<file path="config.mk">
export PLATFORM = sky130hd
export DESIGN_NAME = culi_led_ctrl
export DESIGN_NICKNAME = d
export VERILOG_FILES = /design/src/pkg/culi_pkg.sv /design/src/verilog/culi_load_meter.sv /design/src/verilog/culi_led_ctrl.sv
export SDC_FILE = /design/constraint.sdc
export NUM_CORES = 1
export LEC_CHECK = 0
export BUFFER_PORTS_ARGS = -buffer_cell sky130_fd_sc_hd__buf_2
export CAP_MARGIN = 20
export CORE_MARGIN = 4
export CORE_UTILIZATION = 40
export DETAILED_ROUTE_END_ITERATION = 8
export PLACE_DENSITY = 0.62
export SLEW_MARGIN = 20
export SYNTH_ARGS = -nofsm -noshare
export SYNTH_HDL_FRONTEND = slang
export SYNTH_SLANG_ARGS = --single-unit
export TNS_END_PERCENT = 50
</file>
<file path="constraint.sdc">
create_clock -name mclk -period 32.6 [get_ports mclk]
set_input_delay 0 -clock mclk [delete_from_list [all_inputs] [get_ports mclk]]
set_output_delay 0 -clock mclk [all_outputs]
set_load 0.05 [all_outputs]
</file>
<file path="src/pkg/culi_pkg.sv">
package culi_pkg;
  localparam int unsigned CLK_HZ          = 25000000;
  localparam int unsigned SLOW_BLINK_MS   = 500;
  localparam int unsigned FAST_BLINK_MS   = 125;
  localparam int unsigned LOAD_WINDOW_MS  = 100;
  localparam int unsigned SLOW_HALF_CYC   = CLK_HZ / 1000 * SLOW_BLINK_MS;
  localparam int unsigned FAST_HALF_CYC   = CLK_HZ / 1000 * FAST_BLINK_MS;
  localparam int unsigned WINDOW_CYC      = CLK_HZ / 1000 * LOAD_WINDOW_MS;
  localparam int unsigned NSEG            = 8;
  localparam int unsigned DYN_STEP_MS     = 60;
  localparam int unsigned DYN_STEP_CYC    = CLK_HZ / 1000 * DYN_STEP_MS;
  // Bits in one window that count as full load in one direction
  localparam int unsigned FULL_LOAD_BITS  = 100000;

  typedef enum logic [2:0] {
    CULI_OFF    = 3'h0,
    CULI_YELLOW = 3'h1,
    CULI_GREEN  = 3'h2,
    CULI_RED    = 3'h3,
    CULI_WHITE  = 3'h4,
    CULI_BLUE   = 3'h5
  } culi_colour_e;

  typedef enum logic [4:0] {
    CULI_ST_OFF  = 5'h01,
    CULI_ST_SLOW = 5'h02,
    CULI_ST_FAST = 5'h04,
    CULI_ST_ON   = 5'h08,
    CULI_ST_DYN  = 5'h10
  } culi_pattern_e;
endpackage

</file>
<file path="src/verilog/culi_load_meter.sv">
`timescale 1ns/1ps
`default_nettype none
// Bit counter per direction; latches a segment count each window.
module culi_load_meter #(
  parameter int unsigned WIN_CYC   = culi_pkg::WINDOW_CYC,
  parameter int unsigned FULL_BITS = culi_pkg::FULL_LOAD_BITS
) (
  input  wire logic       mclk,
  input  wire logic       reset,
  input  wire logic       win_end,
  input  wire logic [7:0] bits_in,
  output logic [3:0]      segs
);
  import culi_pkg::*;
  logic [31:0] acc_q;
  logic [31:0] acc_d;
  logic [3:0]  segs_q;
  logic [35:0] scaled;
  logic [35:0] lim;

  // Bits taken on the closing edge open the next window, so none are lost
  assign acc_d  = win_end ? {24'h0, bits_in} : acc_q + {24'h0, bits_in};
  // Full load on one direction fills the bar: sum of both spans 100%
  assign scaled = {4'h0, acc_q} * 36'(NSEG);
  assign lim    = scaled / 36'(FULL_BITS);
  assign segs   = segs_q;

  always_ff @(posedge mclk) begin
    if (reset) begin
      acc_q  <= 32'h0;
      segs_q <= 4'h0;
    end else begin
      acc_q <= acc_d;
      if (win_end) begin
        segs_q <= (lim > 36'(NSEG)) ? 4'(NSEG) : lim[3:0];
      end
    end
  end
endmodule
`default_nettype wire

</file>
<file path="src/verilog/culi_led_ctrl.sv">
`timescale 1ns/1ps
`default_nettype none
// Function
// - Colour by category: yellow traffic, green status, red error, white alert, blue system.
// - Off state emits no light.
// - Slow blink toggles with equal on and off time.
// - Fast blink is quicker than slow, still equal halves.
// - On state stays lit without toggling.
// - Dynamic state moves or resizes the lit region over time.
// - Configured and ready shows status area steady white.
// - Until configured, status area fast-blinks blue.
// - Bus-on turns status area from white to green.
// - TX status at USB end, RX status at CAN end.
// - TX bar grows from USB end toward CAN end with TX traffic.
// - RX bar grows from CAN end toward USB end with RX rate.
// - TX status yellow while sending; RX status green while idle.
// - Combined lit length proportional to bus load; full one way equals all.
module culi_led_ctrl #(
  parameter int unsigned SLOW_CYC  = culi_pkg::SLOW_HALF_CYC,
  parameter int unsigned FAST_CYC  = culi_pkg::FAST_HALF_CYC,
  parameter int unsigned WIN_CYC   = culi_pkg::WINDOW_CYC,
  parameter int unsigned STEP_CYC  = culi_pkg::DYN_STEP_CYC,
  parameter int unsigned FULL_BITS = culi_pkg::FULL_LOAD_BITS
) (
  input  wire logic                  mclk,
  input  wire logic                  reset,
  input  wire logic                  usb_configured,
  input  wire logic                  bus_on,
  input  wire logic                  err_active,
  input  wire logic                  err_fatal,
  input  wire logic                  alert_active,
  input  wire logic                  sys_active,
  input  wire logic [7:0]            tx_bits,
  input  wire logic [7:0]            rx_bits,
  output culi_pkg::culi_colour_e     tx_stat_colour,
  output culi_pkg::culi_colour_e     rx_stat_colour,
  output logic [culi_pkg::NSEG-1:0]  tx_bar,
  output logic [culi_pkg::NSEG-1:0]  rx_bar,
  output culi_pkg::culi_colour_e     bar_colour
);
  import culi_pkg::*;

  logic [31:0]   slow_cnt_q;
  logic [31:0]   fast_cnt_q;
  logic [31:0]   win_cnt_q;
  logic [31:0]   step_cnt_q;
  logic          slow_ph_q;
  logic          fast_ph_q;
  logic [2:0]    dyn_pos_q;
  logic [3:0]    tx_segs;
  logic [3:0]    rx_segs;
  logic          win_end;
  logic          tx_busy_q;
  logic          rx_busy_q;
  logic          tx_seen_q;
  logic          rx_seen_q;
  culi_colour_e  stat_col;
  culi_pattern_e stat_pat;
  culi_colour_e  tx_col_d;
  culi_colour_e  rx_col_d;
  culi_colour_e  tx_col_q;
  culi_colour_e  rx_col_q;
  logic          stat_lit;
  logic [NSEG-1:0] tx_mask;
  logic [NSEG-1:0] rx_mask;
  logic [NSEG-1:0] dyn_mask;
  logic [NSEG-1:0] tx_bar_q;
  logic [NSEG-1:0] rx_bar_q;
  culi_colour_e  bar_col_q;

  assign win_end = (win_cnt_q == WIN_CYC - 1);

  culi_load_meter #(.WIN_CYC(WIN_CYC), .FULL_BITS(FULL_BITS)) u_tx_meter (
    .mclk    (mclk),
    .reset   (reset),
    .win_end (win_end),
    .bits_in (tx_bits),
    .segs    (tx_segs)
  );

  culi_load_meter #(.WIN_CYC(WIN_CYC), .FULL_BITS(FULL_BITS)) u_rx_meter (
    .mclk    (mclk),
    .reset   (reset),
    .win_end (win_end),
    .bits_in (rx_bits),
    .segs    (rx_segs)
  );

  // Timebases; halves are equal since each phase flips on the same count
  always_ff @(posedge mclk) begin
    if (reset) begin
      slow_cnt_q <= 32'h0;
      fast_cnt_q <= 32'h0;
      win_cnt_q  <= 32'h0;
      step_cnt_q <= 32'h0;
      slow_ph_q  <= 1'b0;
      fast_ph_q  <= 1'b0;
      dyn_pos_q  <= 3'h0;
    end else begin
      if (slow_cnt_q == SLOW_CYC - 1) begin
        slow_cnt_q <= 32'h0;
        slow_ph_q  <= ~slow_ph_q;
      end else begin
        slow_cnt_q <= slow_cnt_q + 32'h1;
      end
      if (fast_cnt_q == FAST_CYC - 1) begin
        fast_cnt_q <= 32'h0;
        fast_ph_q  <= ~fast_ph_q;
      end else begin
        fast_cnt_q <= fast_cnt_q + 32'h1;
      end
      win_cnt_q <= win_end ? 32'h0 : win_cnt_q + 32'h1;
      if (step_cnt_q == STEP_CYC - 1) begin
        step_cnt_q <= 32'h0;
        dyn_pos_q  <= dyn_pos_q + 3'h1;
      end else begin
        step_cnt_q <= step_cnt_q + 32'h1;
      end
    end
  end

  // Busy covers the window just ended and the one now running; the
  // seen flags only cover the running window
  always_ff @(posedge mclk) begin
    if (reset) begin
      tx_seen_q <= 1'b0;
      rx_seen_q <= 1'b0;
      tx_busy_q <= 1'b0;
      rx_busy_q <= 1'b0;
    end else begin
      if (win_end) begin
        tx_seen_q <= (tx_bits != 8'h0);
        rx_seen_q <= (rx_bits != 8'h0);
        tx_busy_q <= tx_seen_q || (tx_bits != 8'h0);
        rx_busy_q <= rx_seen_q || (rx_bits != 8'h0);
      end else begin
        tx_seen_q <= tx_seen_q || (tx_bits != 8'h0);
        rx_seen_q <= rx_seen_q || (rx_bits != 8'h0);
        tx_busy_q <= tx_busy_q || (tx_bits != 8'h0);
        rx_busy_q <= rx_busy_q || (rx_bits != 8'h0);
      end
    end
  end

  // Shared status: error > alert > system > configured states
  always_comb begin
    stat_col = CULI_WHITE;
    stat_pat = CULI_ST_ON;
    if (err_fatal) begin
      stat_col = CULI_RED;
      stat_pat = CULI_ST_ON;
    end else if (err_active) begin
      stat_col = CULI_RED;
      stat_pat = CULI_ST_FAST;
    end else if (alert_active) begin
      stat_col = CULI_WHITE;
      stat_pat = CULI_ST_SLOW;
    end else if (sys_active) begin
      stat_col = CULI_BLUE;
      stat_pat = CULI_ST_SLOW;
    end else if (!usb_configured) begin
      stat_col = CULI_BLUE;
      stat_pat = CULI_ST_FAST;
    end else if (bus_on) begin
      stat_col = CULI_GREEN;
      stat_pat = CULI_ST_ON;
    end
  end

  always_comb begin
    unique case (stat_pat)
      CULI_ST_OFF:  stat_lit = 1'b0;
      CULI_ST_SLOW: stat_lit = slow_ph_q;
      CULI_ST_FAST: stat_lit = fast_ph_q;
      CULI_ST_ON:   stat_lit = 1'b1;
      CULI_ST_DYN:  stat_lit = 1'b1;
      default:      stat_lit = 1'b0;
    endcase
  end

  // Traffic overrides plain status only; higher classes win
  wire low_prio = usb_configured && bus_on && !err_fatal && !err_active
                  && !alert_active && !sys_active;
  always_comb begin
    tx_col_d = stat_lit ? stat_col : CULI_OFF;
    rx_col_d = stat_lit ? stat_col : CULI_OFF;
    if (low_prio && tx_busy_q) begin
      tx_col_d = CULI_YELLOW;
    end
    if (low_prio && !rx_busy_q) begin
      rx_col_d = CULI_GREEN;
    end else if (low_prio) begin
      rx_col_d = CULI_YELLOW;
    end
  end

  // Bit 0 is the USB end of each bar, bit NSEG-1 the CAN end
  genvar g;
  generate
    for (g = 0; g < NSEG; g++) begin : g_seg
      assign tx_mask[g]  = (4'(g) < tx_segs);
      assign rx_mask[g]  = (4'(NSEG - 1 - g) < rx_segs);
      assign dyn_mask[g] = (3'(g) == dyn_pos_q);
    end
  endgenerate

  always_ff @(posedge mclk) begin
    if (reset) begin
      tx_col_q  <= CULI_OFF;
      rx_col_q  <= CULI_OFF;
      tx_bar_q  <= '0;
      rx_bar_q  <= '0;
      bar_col_q <= CULI_OFF;
    end else begin
      tx_col_q <= tx_col_d;
      rx_col_q <= rx_col_d;
      if (alert_active && !err_fatal && !err_active) begin
        tx_bar_q  <= {NSEG{slow_ph_q}};
        rx_bar_q  <= {NSEG{slow_ph_q}};
        bar_col_q <= CULI_WHITE;
      end else if (err_active && !err_fatal) begin
        tx_bar_q  <= dyn_mask;
        rx_bar_q  <= ~dyn_mask;
        bar_col_q <= CULI_RED;
      end else if (low_prio) begin
        tx_bar_q  <= tx_mask;
        rx_bar_q  <= rx_mask;
        bar_col_q <= CULI_YELLOW;
      end else begin
        tx_bar_q  <= '0;
        rx_bar_q  <= '0;
        bar_col_q <= CULI_OFF;
      end
    end
  end

  assign tx_stat_colour = tx_col_q;
  assign rx_stat_colour = rx_col_q;
  assign tx_bar         = tx_bar_q;
  assign rx_bar         = rx_bar_q;
  assign bar_colour     = bar_col_q;
endmodule
`default_nettype wire

</file>
# Yosys cells after proc, flatten, opt, wreduce, memory -nomap -nowiden
# Index checks and enable logic that the tools add are counted.
# word_totals
n_memories,0
romBits,0
ramBits,0
inputBits,24
latchBits,0
word_cells,135
output_inout_bits,25
reg_bits,234
# classes
n_eq_ne,15
shifts,0
reduce_logical,31
muxes,33
bitwise,3
mul,0
n_addsub,7
order_cmp,18
div,2
# ops
cell,n
$add 32x1->32 const B,4
$div 35x17->36 const B,2
$gt 36x4->1 const B,2
$add 32x8->32,2
$eq 32x22->1 const B,2
$mux 8,8
$eq 32x21->1 const B,1
$eq 32x24->1 const B,1
$lt 3x4->1 const A,8
$mux 4,7
$mux 3,8
$lt 1x4->1 const A,4
$lt 2x4->1 const A,4
$reduce_bool 8->1,2
$reduce_or 2->1,8
$eq 3x3->1 const A,4
$logic_and 1x1->1,10
$not 8->8,1
$eq 2x3->1 const A,2
$mux 1,6
$mux 2,3
$eq 5x2->1 const B,1
$eq 5x3->1 const B,1
$eq 5x4->1 const B,1
9 further kinds,17

# Longest topological paths before layout
# Gate-level depths: netlist of run 1.
# logic_depth
depth_word,11
depth_mapped,78
depth_no_buf,61

# By module
# From an unflattened synthesis of run 1, not the netlist that was laid out.
# hier_totals
hier_cells,4534
area_unflattened_um2,32715.1
# by_module_without_submodules
module,n_inst,seq_area_each_um2,area_each_um2,cells_each
culi_load_meter,2,720.7,12618.4,1837
culi_led_ctrl,1,3243.1,7478.4,860

# Worst setup path after synthesis of run 1
# Ideal clock, no wire load.
# synth_timing
kind,register to register
startpoint,reg u_rx_meter.acc_q[29]
endpoint,"reg u_rx_meter.segs_q[0], in the netlist u_rx_meter.segs[0]"
path_stages_with_launch,72
slack_ns,15.534
arrival_ns,16.949
required_ns,32.483
path_buffers,10
synth_period_minus_slack_ns,17.066
setup_time_ns,0.117
path_cell_list,dfxtp_1 buf_6 or4_4 o221a_1 mux2_2 nor4_4 a211oi_1 buf_2 or3_1 o211a_2 a21oi_4 mux2_2 and3_1 buf_6 a31o_1 buf_4 o22a_2 or4_1 [36 not listed] a21oi_2 nor2_4 a2bb2o_1 a31o_1 buf_6 or3b_1 o32a_1 a211o_1 a21oi_2 o221ai_1 xnor2_2 nor4_1 nor2_1 nor2_1 mux2_1 a211oi_1 o21ai_1 a22o_1
# synth_via
elab_chain_len,3
# synth_rtl
item,line_no,rtl
"start, declared",culi_load_meter.sv:15,logic [31:0] acc_q;
"start signal, assigned",culi_load_meter.sv:30,acc_q <= 32'h0;
"start signal, assigned",culi_load_meter.sv:33,acc_q <= acc_d;
$div 35x17->36 *,culi_load_meter.sv:25,assign lim = scaled / 36'(FULL_BITS);
$gt 36x4->1,culi_load_meter.sv:35,segs_q <= (lim > 36'(NSEG)) ? 4'(NSEG) : lim[3:0];
$mux 4 *,culi_load_meter.sv:35,
"end signal, assigned",culi_load_meter.sv:35,
"end, declared",culi_load_meter.sv:17,logic [3:0] segs_q;
# Every way passes the cells marked *; elsewhere a longest branch is shown, timed or not.
# A chain may end at the register's enable or synchronous reset.

# Worst setup path after layout of run 1
# layout_timing
startpoint,reg u_rx_meter.acc_q[19]
endpoint,"reg u_rx_meter.segs_q[0], in the netlist u_rx_meter.segs[0]"
# Same word-level chain as after synthesis.

==> results.py, run 1 <==
metrics = {
    "drt": {
        "vias_per_cell": 6.07,
        "met1_length_um": 41200,
        "wl_met2_um": 37000,
        "top_layer_used": "met4",
        "wl_met3_um": 3860,
        "route.detailed.drc": 0,
        "drtIter0Drc": 2628,
        "wl_per_cell_um": 16.4,
        "num_vias": 30900,
        "drtAntennaViolNets": 0,
        "routed_wl_um": 83500,
        "dr.pass1.iters": 6,
    },
    "power": {
        "p_leak_nw": 11.2,
        "clkPwrFrac": 0.382,
        "power-per-cell-area_nw_per_um2": 27.4,
        "netSwitchingFraction": 0.327,
        "power_switching_uw": 287,
        "power_frac_seq": 0.379,
        "power_frac_comb": 0.240,
        "ir_drop_mv": 0.0359,
        "internal_power_uw": 591,
    },
    "synthesis": {
        "yosys_register_bits": 234,
        "synthArstFlopShare": 0,
        "yosys.cell_count.top_type": "nor2_1",
        "syn_nets": 4212,
        "ys_types": 152,
        "synthCells": 4160,
        "synth_top_area_share": 0.156,
        "synth_ff_type": "dfxtp_1",
        "synth_commonest_cells": "nor2_1, nand2_1, a21oi_1",
        "syn_area_sq_um": 30000,
        "synth_edf_count": 0,
        "avgSynthCellArea_sq_um": 7.22,
        "synth.yosys.warnings": 0,
        "synth_area_leaders": "dfxtp_1, xnor2_1, nor2_1",
        "yosysTopAreaCell": "dfxtp_1",
        "ys_seq_area_frac": 0.156,
    },
    "floorplan": {
        "die_height_um": 282,
        "core_sq_um": 74400,
        "num_io_pins": 49,
        "fp.dieArea_sq_um": 79500,
        "die_w_um": 282,
        "initial_utilization": 0.403,
        "row_count": 100,
    },
    "timing": {
        "max_freq_mhz": 45.3,
        "drv_slew": 0,
        "post-route-period-util": 0.677,
        "min_period_ns": 22.06,
        "rsz0062_at_grt": "no",
        "finalHoldViolCount": 0,
        "fin_worst_skew_ns": 0.0144,
        "relSlewSlack": 0.302,
        "setup_violations": 0,
        "tns_ns": 0,
        "holdWs_ns": 0.0801,
        "worstMarginPinSlew_ns": 1.04,
    },
    "cells_and_area": {
        "fin_nets": 4159,
        "fillers": 7662,
        "drive_above_1_share": 0.0865,
        "syn_to_final_growth_pct": 6.70,
        "final-seq-area_sq_um": 4680,
        "multi_input_area_sq_um": 24000,
    },
    "setup_path": {
        "cp.required_ns": 33.07,
        "timing.rr.start": "u_rx_meter.acc_q[19]",
        "r2r_setup_slack_ns": 10.54,
        "start_kind": "flip-flop",
        "worst-path-buf-inv": 2,
        "r2r-end": "u_rx_meter.segs[0]",
        "cp_slowest_cell": "a222oi_1",
        "crit_fanout": 22,
        "crit_type": "reg -> reg",
        "cp-end-kind": "flip-flop",
        "critPathTopFamily": "compound AO/OA/AOI/OAI gates",
        "cpPeakStageDelay_ns": 0.91,
        "reg2reg_depth": 60,
        "cpMostUsedCell": "nor2_1",
        "critPathArrivalTime_ns": 22.53,
    },
    "clock_network": {
        "cts_resized": 0,
        "post_cts_buffers": 0,
        "clkTransAtPathRegs_ns": 0.06,
        "clock_sinks": 234,
        "cts_buffers": 27,
        "clk_latency_ns": 0.58,
        "h-tree-depth": 1,
        "cts_tree": "built",
        "root_buffer": "clkbuf_16",
        "cts_buffer_depth": 3,
    },
    "global_routing": {
        "antenna_found_initial": 1,
        "grt_max_degree": 59,
        "grtUsageTotal": 0.197,
        "grt_pass1_vias": 27300,
        "grt_first_pass_wirelength_um": 137000,
        "overflow": 0,
    },
    "placement": {
        "port_buffers": 48,
        "globalplace.congestion": 0.908,
        "dp_hpwl_um": 63500,
    },
    "worst_hold_path": {
        "hp-start": "usb_configured",
        "hp-class": "in -> reg",
        "holdPathEnd": "tx_bar[5]",
        "min_delay_path_depth": 6,
    },
    "run": {
        "drv_cap": 0,
    },
    "status": {
        "status": "completed",
    },
}
what timing repair did:
item | in CTS | in global routing
hold endpoints to repair | 35 | 0
setup endpoints to repair | 0 | 0
hold buffers | 42 | 0
cell families (layout without fill, tap and decap cells):
| family | Yosys count | after routing | share of synthesized area |
|---|---|---|---|
| XOR/XNOR | 381 | 381 | 0.113 |
| adder cells (fa/ha/maj) | 48 | 48 | 0.0188 |
| flip-flops | 234 | 234 | 0.156 |
| AND/OR/NAND/NOR | 1765 | 1765 | 0.293 |
| multiplexers | 144 | 144 | 0.0517 |
| AO/OA/AOI/OAI | 1302 | 1302 | 0.322 |
| buffers and inverters | 286 | 253 | 0.0451 |
| other | 0 | 1 | 0 |
state kept, by name, indices dropped and copies added (netlist names), 3 cells and up:
| register | cells |
|---|---|
| fast_cnt_q | 32 |
| slow_cnt_q | 32 |
| step_cnt_q | 32 |
| u_rx_meter.acc_q | 32 |
| u_tx_meter.acc_q | 32 |
| win_cnt_q | 32 |
| rx_bar | 8 |
| tx_bar | 8 |
| u_rx_meter.segs | 4 |
| u_tx_meter.segs | 4 |
| bar_colour | 3 |
| dyn_pos_q | 3 |
| rx_stat_colour | 3 |
| tx_stat_colour | 3 |
stage by stage:
step,power [mW],setup WS (ns),cells,util,instance area (sq um)
after floorplan,0.496,15.53,4160,-,30000
after global routing,0.928,8.71,5097,0.430,32000
after global placement,0.535,10.72,5003,0.411,30600
after CTS,0.886,10.79,5095,0.430,32000
after detailed placement,0.537,10.82,5004,0.411,30600
final,0.878,10.54,5097,0.430,32000
worst max path at each step:
stage / from / end / slack [ns] / cells past startpoint
after detailed placement: u_rx_meter.acc_q[19] / u_rx_meter.segs[0] / 10.82 / 60
after CTS: u_rx_meter.acc_q[19] / u_rx_meter.segs[0] / 10.79 / 60
final: u_rx_meter.acc_q[19] / u_rx_meter.segs[0] / 10.54 / 60
after global placement: u_rx_meter.acc_q[19] / u_rx_meter.segs[0] / 10.72 / 60
after floorplan: u_rx_meter.acc_q[29] / u_rx_meter.segs[0] / 15.53 / 71
after global routing: u_rx_meter.acc_q[19] / u_rx_meter.segs[0] / 8.71 / 60
power by group through the flow:
stage | clock network (mW) | registers (mW) | logic, mW
5_1_grt | 0.356 | 0.336 | 0.236
3_3_place_gp | 0 | 0.338 | 0.197
3_5_place_dp | 0 | 0.338 | 0.199
4_1_cts | 0.345 | 0.332 | 0.209
2_1_floorplan | 0 | 0.315 | 0.181
6_report | 0.335 | 0.332 | 0.210
layout by cell type (no fill, tap or decap), types with 21 or more instances in the layout:
cell / synthesis / layout
nor2_1: 507 / 507
nand2_1: 376 / 376
a21oi_1: 242 / 242
dfxtp_1: 234 / 234
xnor2_1: 230 / 230
o21ai_0: 206 / 206
nand3_1: 180 / 180
xor2_1: 143 / 143
nor3_1: 125 / 124
mux2i_1: 99 / 99
inv_1: 89 / 89
and3_1: 82 / 82
nand4_1: 68 / 68
and2_1: 68 / 68
o211ai_1: 67 / 67
or3_1: 66 / 66
a31oi_1: 63 / 63
a211oi_1: 57 / 56
nor4_1: 55 / 54
a21o_1: 53 / 53
buf_2: 34 / 48
o21ai_1: 48 / 47
dlygate4sd3_1: 0 / 42
nand2b_1: 36 / 36
nor2b_1: 34 / 34
o21a_1: 31 / 31
mux2_2: 28 / 28
clkbuf_16: 0 / 27
a2111oi_0: 26 / 26
ha_1: 26 / 26
o31ai_1: 25 / 25
or2_2: 24 / 24
o22ai_1: 22 / 22
o31a_1: 22 / 22
a211o_1: 21 / 21
area by class of cell:
| class | count | share of cell area |
|---|---|---|
| Clock inverter | 16 | 0.00761 |
| Antenna cell | 1 | 0.0000781 |
| Clock buffer | 33 | 0.0230 |
| Sequential cell | 234 | 0.146 |
| Tap cell | 969 | 0.0378 |
| Inverter | 97 | 0.0114 |
| Multi-Input combinational cell | 3640 | 0.749 |
| Timing Repair Buffer | 107 | 0.0245 |
per-layer routing:
metal	vias to the layer above	track usage
met4	0	0.0366
met3	98	0.0220
li1	15600	-
met2	704	0.317
met1	14500	0.286
met5	-	0
worst register-to-register path, delay by kind of cell (launching register included):
family | cells | cell delay (ns)
and+or+nand+nor | 18 | 5.32
xor gates and xnor gates | 2 | 0.83
muxes | 6 | 2.05
DFF | 1 | 0.76
buffers and inverters | 2 | 0.82
AOI/OAI and AO/OA | 32 | 12.20
No activity file was read; power rests on OpenSTA's default activity.
==> inputs of run 2 (changes only) <==
--- a/config.mk
+++ b/config.mk
@@ -5,12 +5,13 @@
 export SDC_FILE = /design/constraint.sdc
 export NUM_CORES = 1
 export LEC_CHECK = 0
+export ABC_AREA = 1
 export BUFFER_PORTS_ARGS = -buffer_cell sky130_fd_sc_hd__buf_2
 export CAP_MARGIN = 20
 export CORE_MARGIN = 4
 export CORE_UTILIZATION = 40
 export DETAILED_ROUTE_END_ITERATION = 8
-export PLACE_DENSITY = 0.62
+export PLACE_DENSITY = 0.64
 export SLEW_MARGIN = 20
 export SYNTH_ARGS = -nofsm -noshare
 export SYNTH_HDL_FRONTEND = slang
==> constraint.sdc (replaced) <==
create_clock -name mclk -period 18.2 [get_ports mclk]
set_input_delay 0 -clock mclk [delete_from_list [all_inputs] [get_ports mclk]]
set_output_delay 0 -clock mclk [all_outputs]
set_load 0.05 [all_outputs]
==> run 2 against run 1 <==
Core utilization is 0.44 points higher. Maximum frequency is 35% higher. Synthesized cell count is 16% higher. Hold slack better by 0.010 ns. Via count is 6.7% lower. Critical path depth is 71 higher. Count of clock-buffer cells in the layout is 5 higher. Non-clock buffer count is 5 higher. Worst setup slack worse by 8.7 ns. Critical endpoint is now u_tx_meter.segs[0]. Largest cell class unchanged. Largest power group is now sequential cells.
==> results.py, run 2 <==
metrics = {
    "timing": {
        "max_freq_mhz": 61.0,
        "fin_worst_skew_ns": 0.0150,
        "worst_slack_ns": 1.82,
        "min_period_ns": 16.38,
        "setup_violations": 0,
        "worstMarginPinSlew_ns": 1.06,
        "tns_ns": 0,
        "post-route-period-util": 0.900,
        "finalHoldViolCount": 0,
        "drv_slew": 0,
        "relSlewSlack": 0.284,
        "holdWs_ns": 0.0903,
    },
    "synthesis": {
        "synth_edf_count": 0,
        "synthCells": 4836,
        "yosysTopAreaCell": "dfxtp_1",
        "yosys_register_bits": 234,
        "syn_nets": 4888,
        "synth.yosys.warnings": 0,
        "synthArstFlopShare": 0,
        "ys_types": 83,
        "syn_area_sq_um": 30200,
        "ys_seq_area_frac": 0.155,
        "avgSynthCellArea_sq_um": 6.25,
        "synth_commonest_cells": "nand2_1, inv_1, nand3_1",
        "synth_ff_type": "dfxtp_1",
        "yosys.cell_count.top_type": "nand2_1",
        "synth_top_area_share": 0.155,
        "synth_area_leaders": "dfxtp_1, nand2_1, nand2_4",
    },
    "cells_and_area": {
        "fin_nets": 4957,
        "layout_common_cells": "nand2_1, inv_1, nand3_1",
        "antennaDiodeCount": 0,
        "final_common_cell": "nand2_1",
        "drive_above_1_share": 0.237,
        "syn_to_final_growth_pct": 7.42,
    },
    "placement": {
        "dp_slack_ns": 0.184,
        "dp_hpwl_um": 54300,
        "globalplace.congestion": 0.847,
        "port_buffers": 48,
    },
    "global_routing": {
        "grt_max_degree": 59,
        "antenna_found_initial": 0,
        "grt_first_pass_wirelength_um": 118000,
        "overflow": 0,
        "grt_pass1_vias": 26100,
        "grtUsageTotal": 0.162,
    },
    "setup_path": {
        "start_kind": "flip-flop",
        "critPathArrivalTime_ns": 16.87,
        "cp.required_ns": 18.68,
        "cp_slowest_cell": "dfxtp_1",
        "cpPeakStageDelay_ns": 0.41,
        "crit_fanout": 19,
        "crit_type": "reg -> reg",
        "cpMostUsedCell": "nand2_2",
        "critPathTopFamily": "simple AND/OR/NAND/NOR gates",
        "worst-path-buf-inv": 13,
        "cp-end-kind": "flip-flop",
    },
    "clock_network": {
        "cts_tree": "built",
        "h-tree-depth": 1,
        "root_buffer": "clkbuf_16",
        "cts_buffers": 27,
        "clkTransAtPathRegs_ns": 0.07,
        "clk_latency_ns": 0.55,
        "cts_buffer_depth": 3,
        "clock_sinks": 234,
    },
    "power": {
        "ir_drop_mv": 0.0834,
        "netSwitchingFraction": 0.331,
        "power_frac_comb": 0.258,
        "power-per-cell-area_nw_per_um2": 44.7,
        "internal_power_uw": 972,
        "p_leak_nw": 17.0,
        "clkPwrFrac": 0.360,
        "power_frac_seq": 0.381,
        "power_switching_uw": 482,
    },
    "drt": {
        "drtIter0Drc": 1343,
        "route.detailed.drc": 0,
        "dr.pass1.iters": 5,
        "routed_wl_um": 68000,
        "drtAntennaViolNets": 0,
        "vias_per_cell": 4.90,
        "wl_per_cell_um": 11.6,
        "num_vias": 28800,
    },
    "worst_hold_path": {
        "hp-class": "in -> reg",
    },
    "floorplan": {
        "row_count": 100,
        "num_io_pins": 49,
        "initial_utilization": 0.405,
        "die_w_um": 283,
        "core_sq_um": 74700,
        "fp.dieArea_sq_um": 80000,
        "die_height_um": 283,
    },
    "run": {
        "drv_cap": 0,
    },
    "status": {
        "status": "completed",
    },
}
==> run 2: path summary, 6_finish.rpt <==
path | from | endpoint | slack (ns) | depth (start not counted)
min reg2reg | win_cnt_q[0] | win_cnt_q[0] | 0.45 | 1
max | u_tx_meter.acc_q[21] | u_tx_meter.segs[0] | 1.82 | 131
min | sys_active | rx_bar[2] | 0.09 | 6
max reg2reg | u_tx_meter.acc_q[21] | u_tx_meter.segs[0] | 1.82 | 131
==> run 2: layer usage <==
layer / wire, um / GRT usage / share of wire / vias to the layer above
li1: - / - / - / 15700
met1: 34100 / 0.224 / 0.50 / 12800
met2: 31700 / 0.284 / 0.47 / 267
met3: 1500 / 0.0108 / 0.022 / 53
met4: 744 / 0.0208 / 0.011 / 0
met5: 0 / 0 / 0 / -
==> run 2: cells by family (layout without fill, tap and decap cells) <==
group	count (synthesis)	count (layout)	synth area share
DFF	234	234	0.155
xor gates and xnor gates	118	118	0.0358
buffers and inverters	790	873	0.120
and+or+nand+nor	3208	3210	0.584
AOI/OAI and AO/OA	458	458	0.0937
adders and majority gates	28	28	0.0121
==> run 2: per-stage QoR <==
stage | power [mW] | instances | instance area [sq um] | util
after floorplan | 0.871 | 4836 | 30200 | -
after global placement | 0.932 | 5782 | 31000 | 0.414
after detailed placement | 0.933 | 5782 | 31000 | 0.414
after CTS | 1.47 | 5857 | 32100 | 0.430
after global routing | 1.54 | 5890 | 32500 | 0.435
final | 1.45 | 5890 | 32500 | 0.435
==> run 2: final cells by class <==
| type | instances | area [sq um] |
|---|---|---|
| clock buffers | 38 | 777 |
| clock inverters | 7 | 70.1 |
| fillers | 7805 | 42200 |
| inverters | 716 | 2860 |
| multi-input cells | 3814 | 22100 |
| flip-flops and latches | 234 | 4690 |
| well taps | 969 | 1210 |
| repair buffers | 112 | 796 |
==> run 2: worst reg2reg max path, delay by kind of cell, from the launching register on <==
family	cells	cell delay, ns
flip-flops	1	0.41
XOR/XNOR	1	0.24
AO/OA/AOI/OAI	7	1.53
AND/OR/NAND/NOR	110	12.72
buffers and inverters	13	1.41
==> run 2: power by group through the flow <==
stage | clock (mW) | combinational, mW | sequential (mW)
after detailed placement | 0 | 0.368 | 0.565
after global routing | 0.558 | 0.429 | 0.557
after global placement | 0 | 0.367 | 0.565
after floorplan | 0 | 0.308 | 0.562
after CTS | 0.539 | 0.375 | 0.554
final | 0.524 | 0.376 | 0.554
==> run 2: timing repair <==
item	in CTS	in global routing
endpoints found under the setup margin	0	6
buffers inserted	0	31
resized for setup	0	25
hold endpoints to repair	37	0
hold buffers	30	0
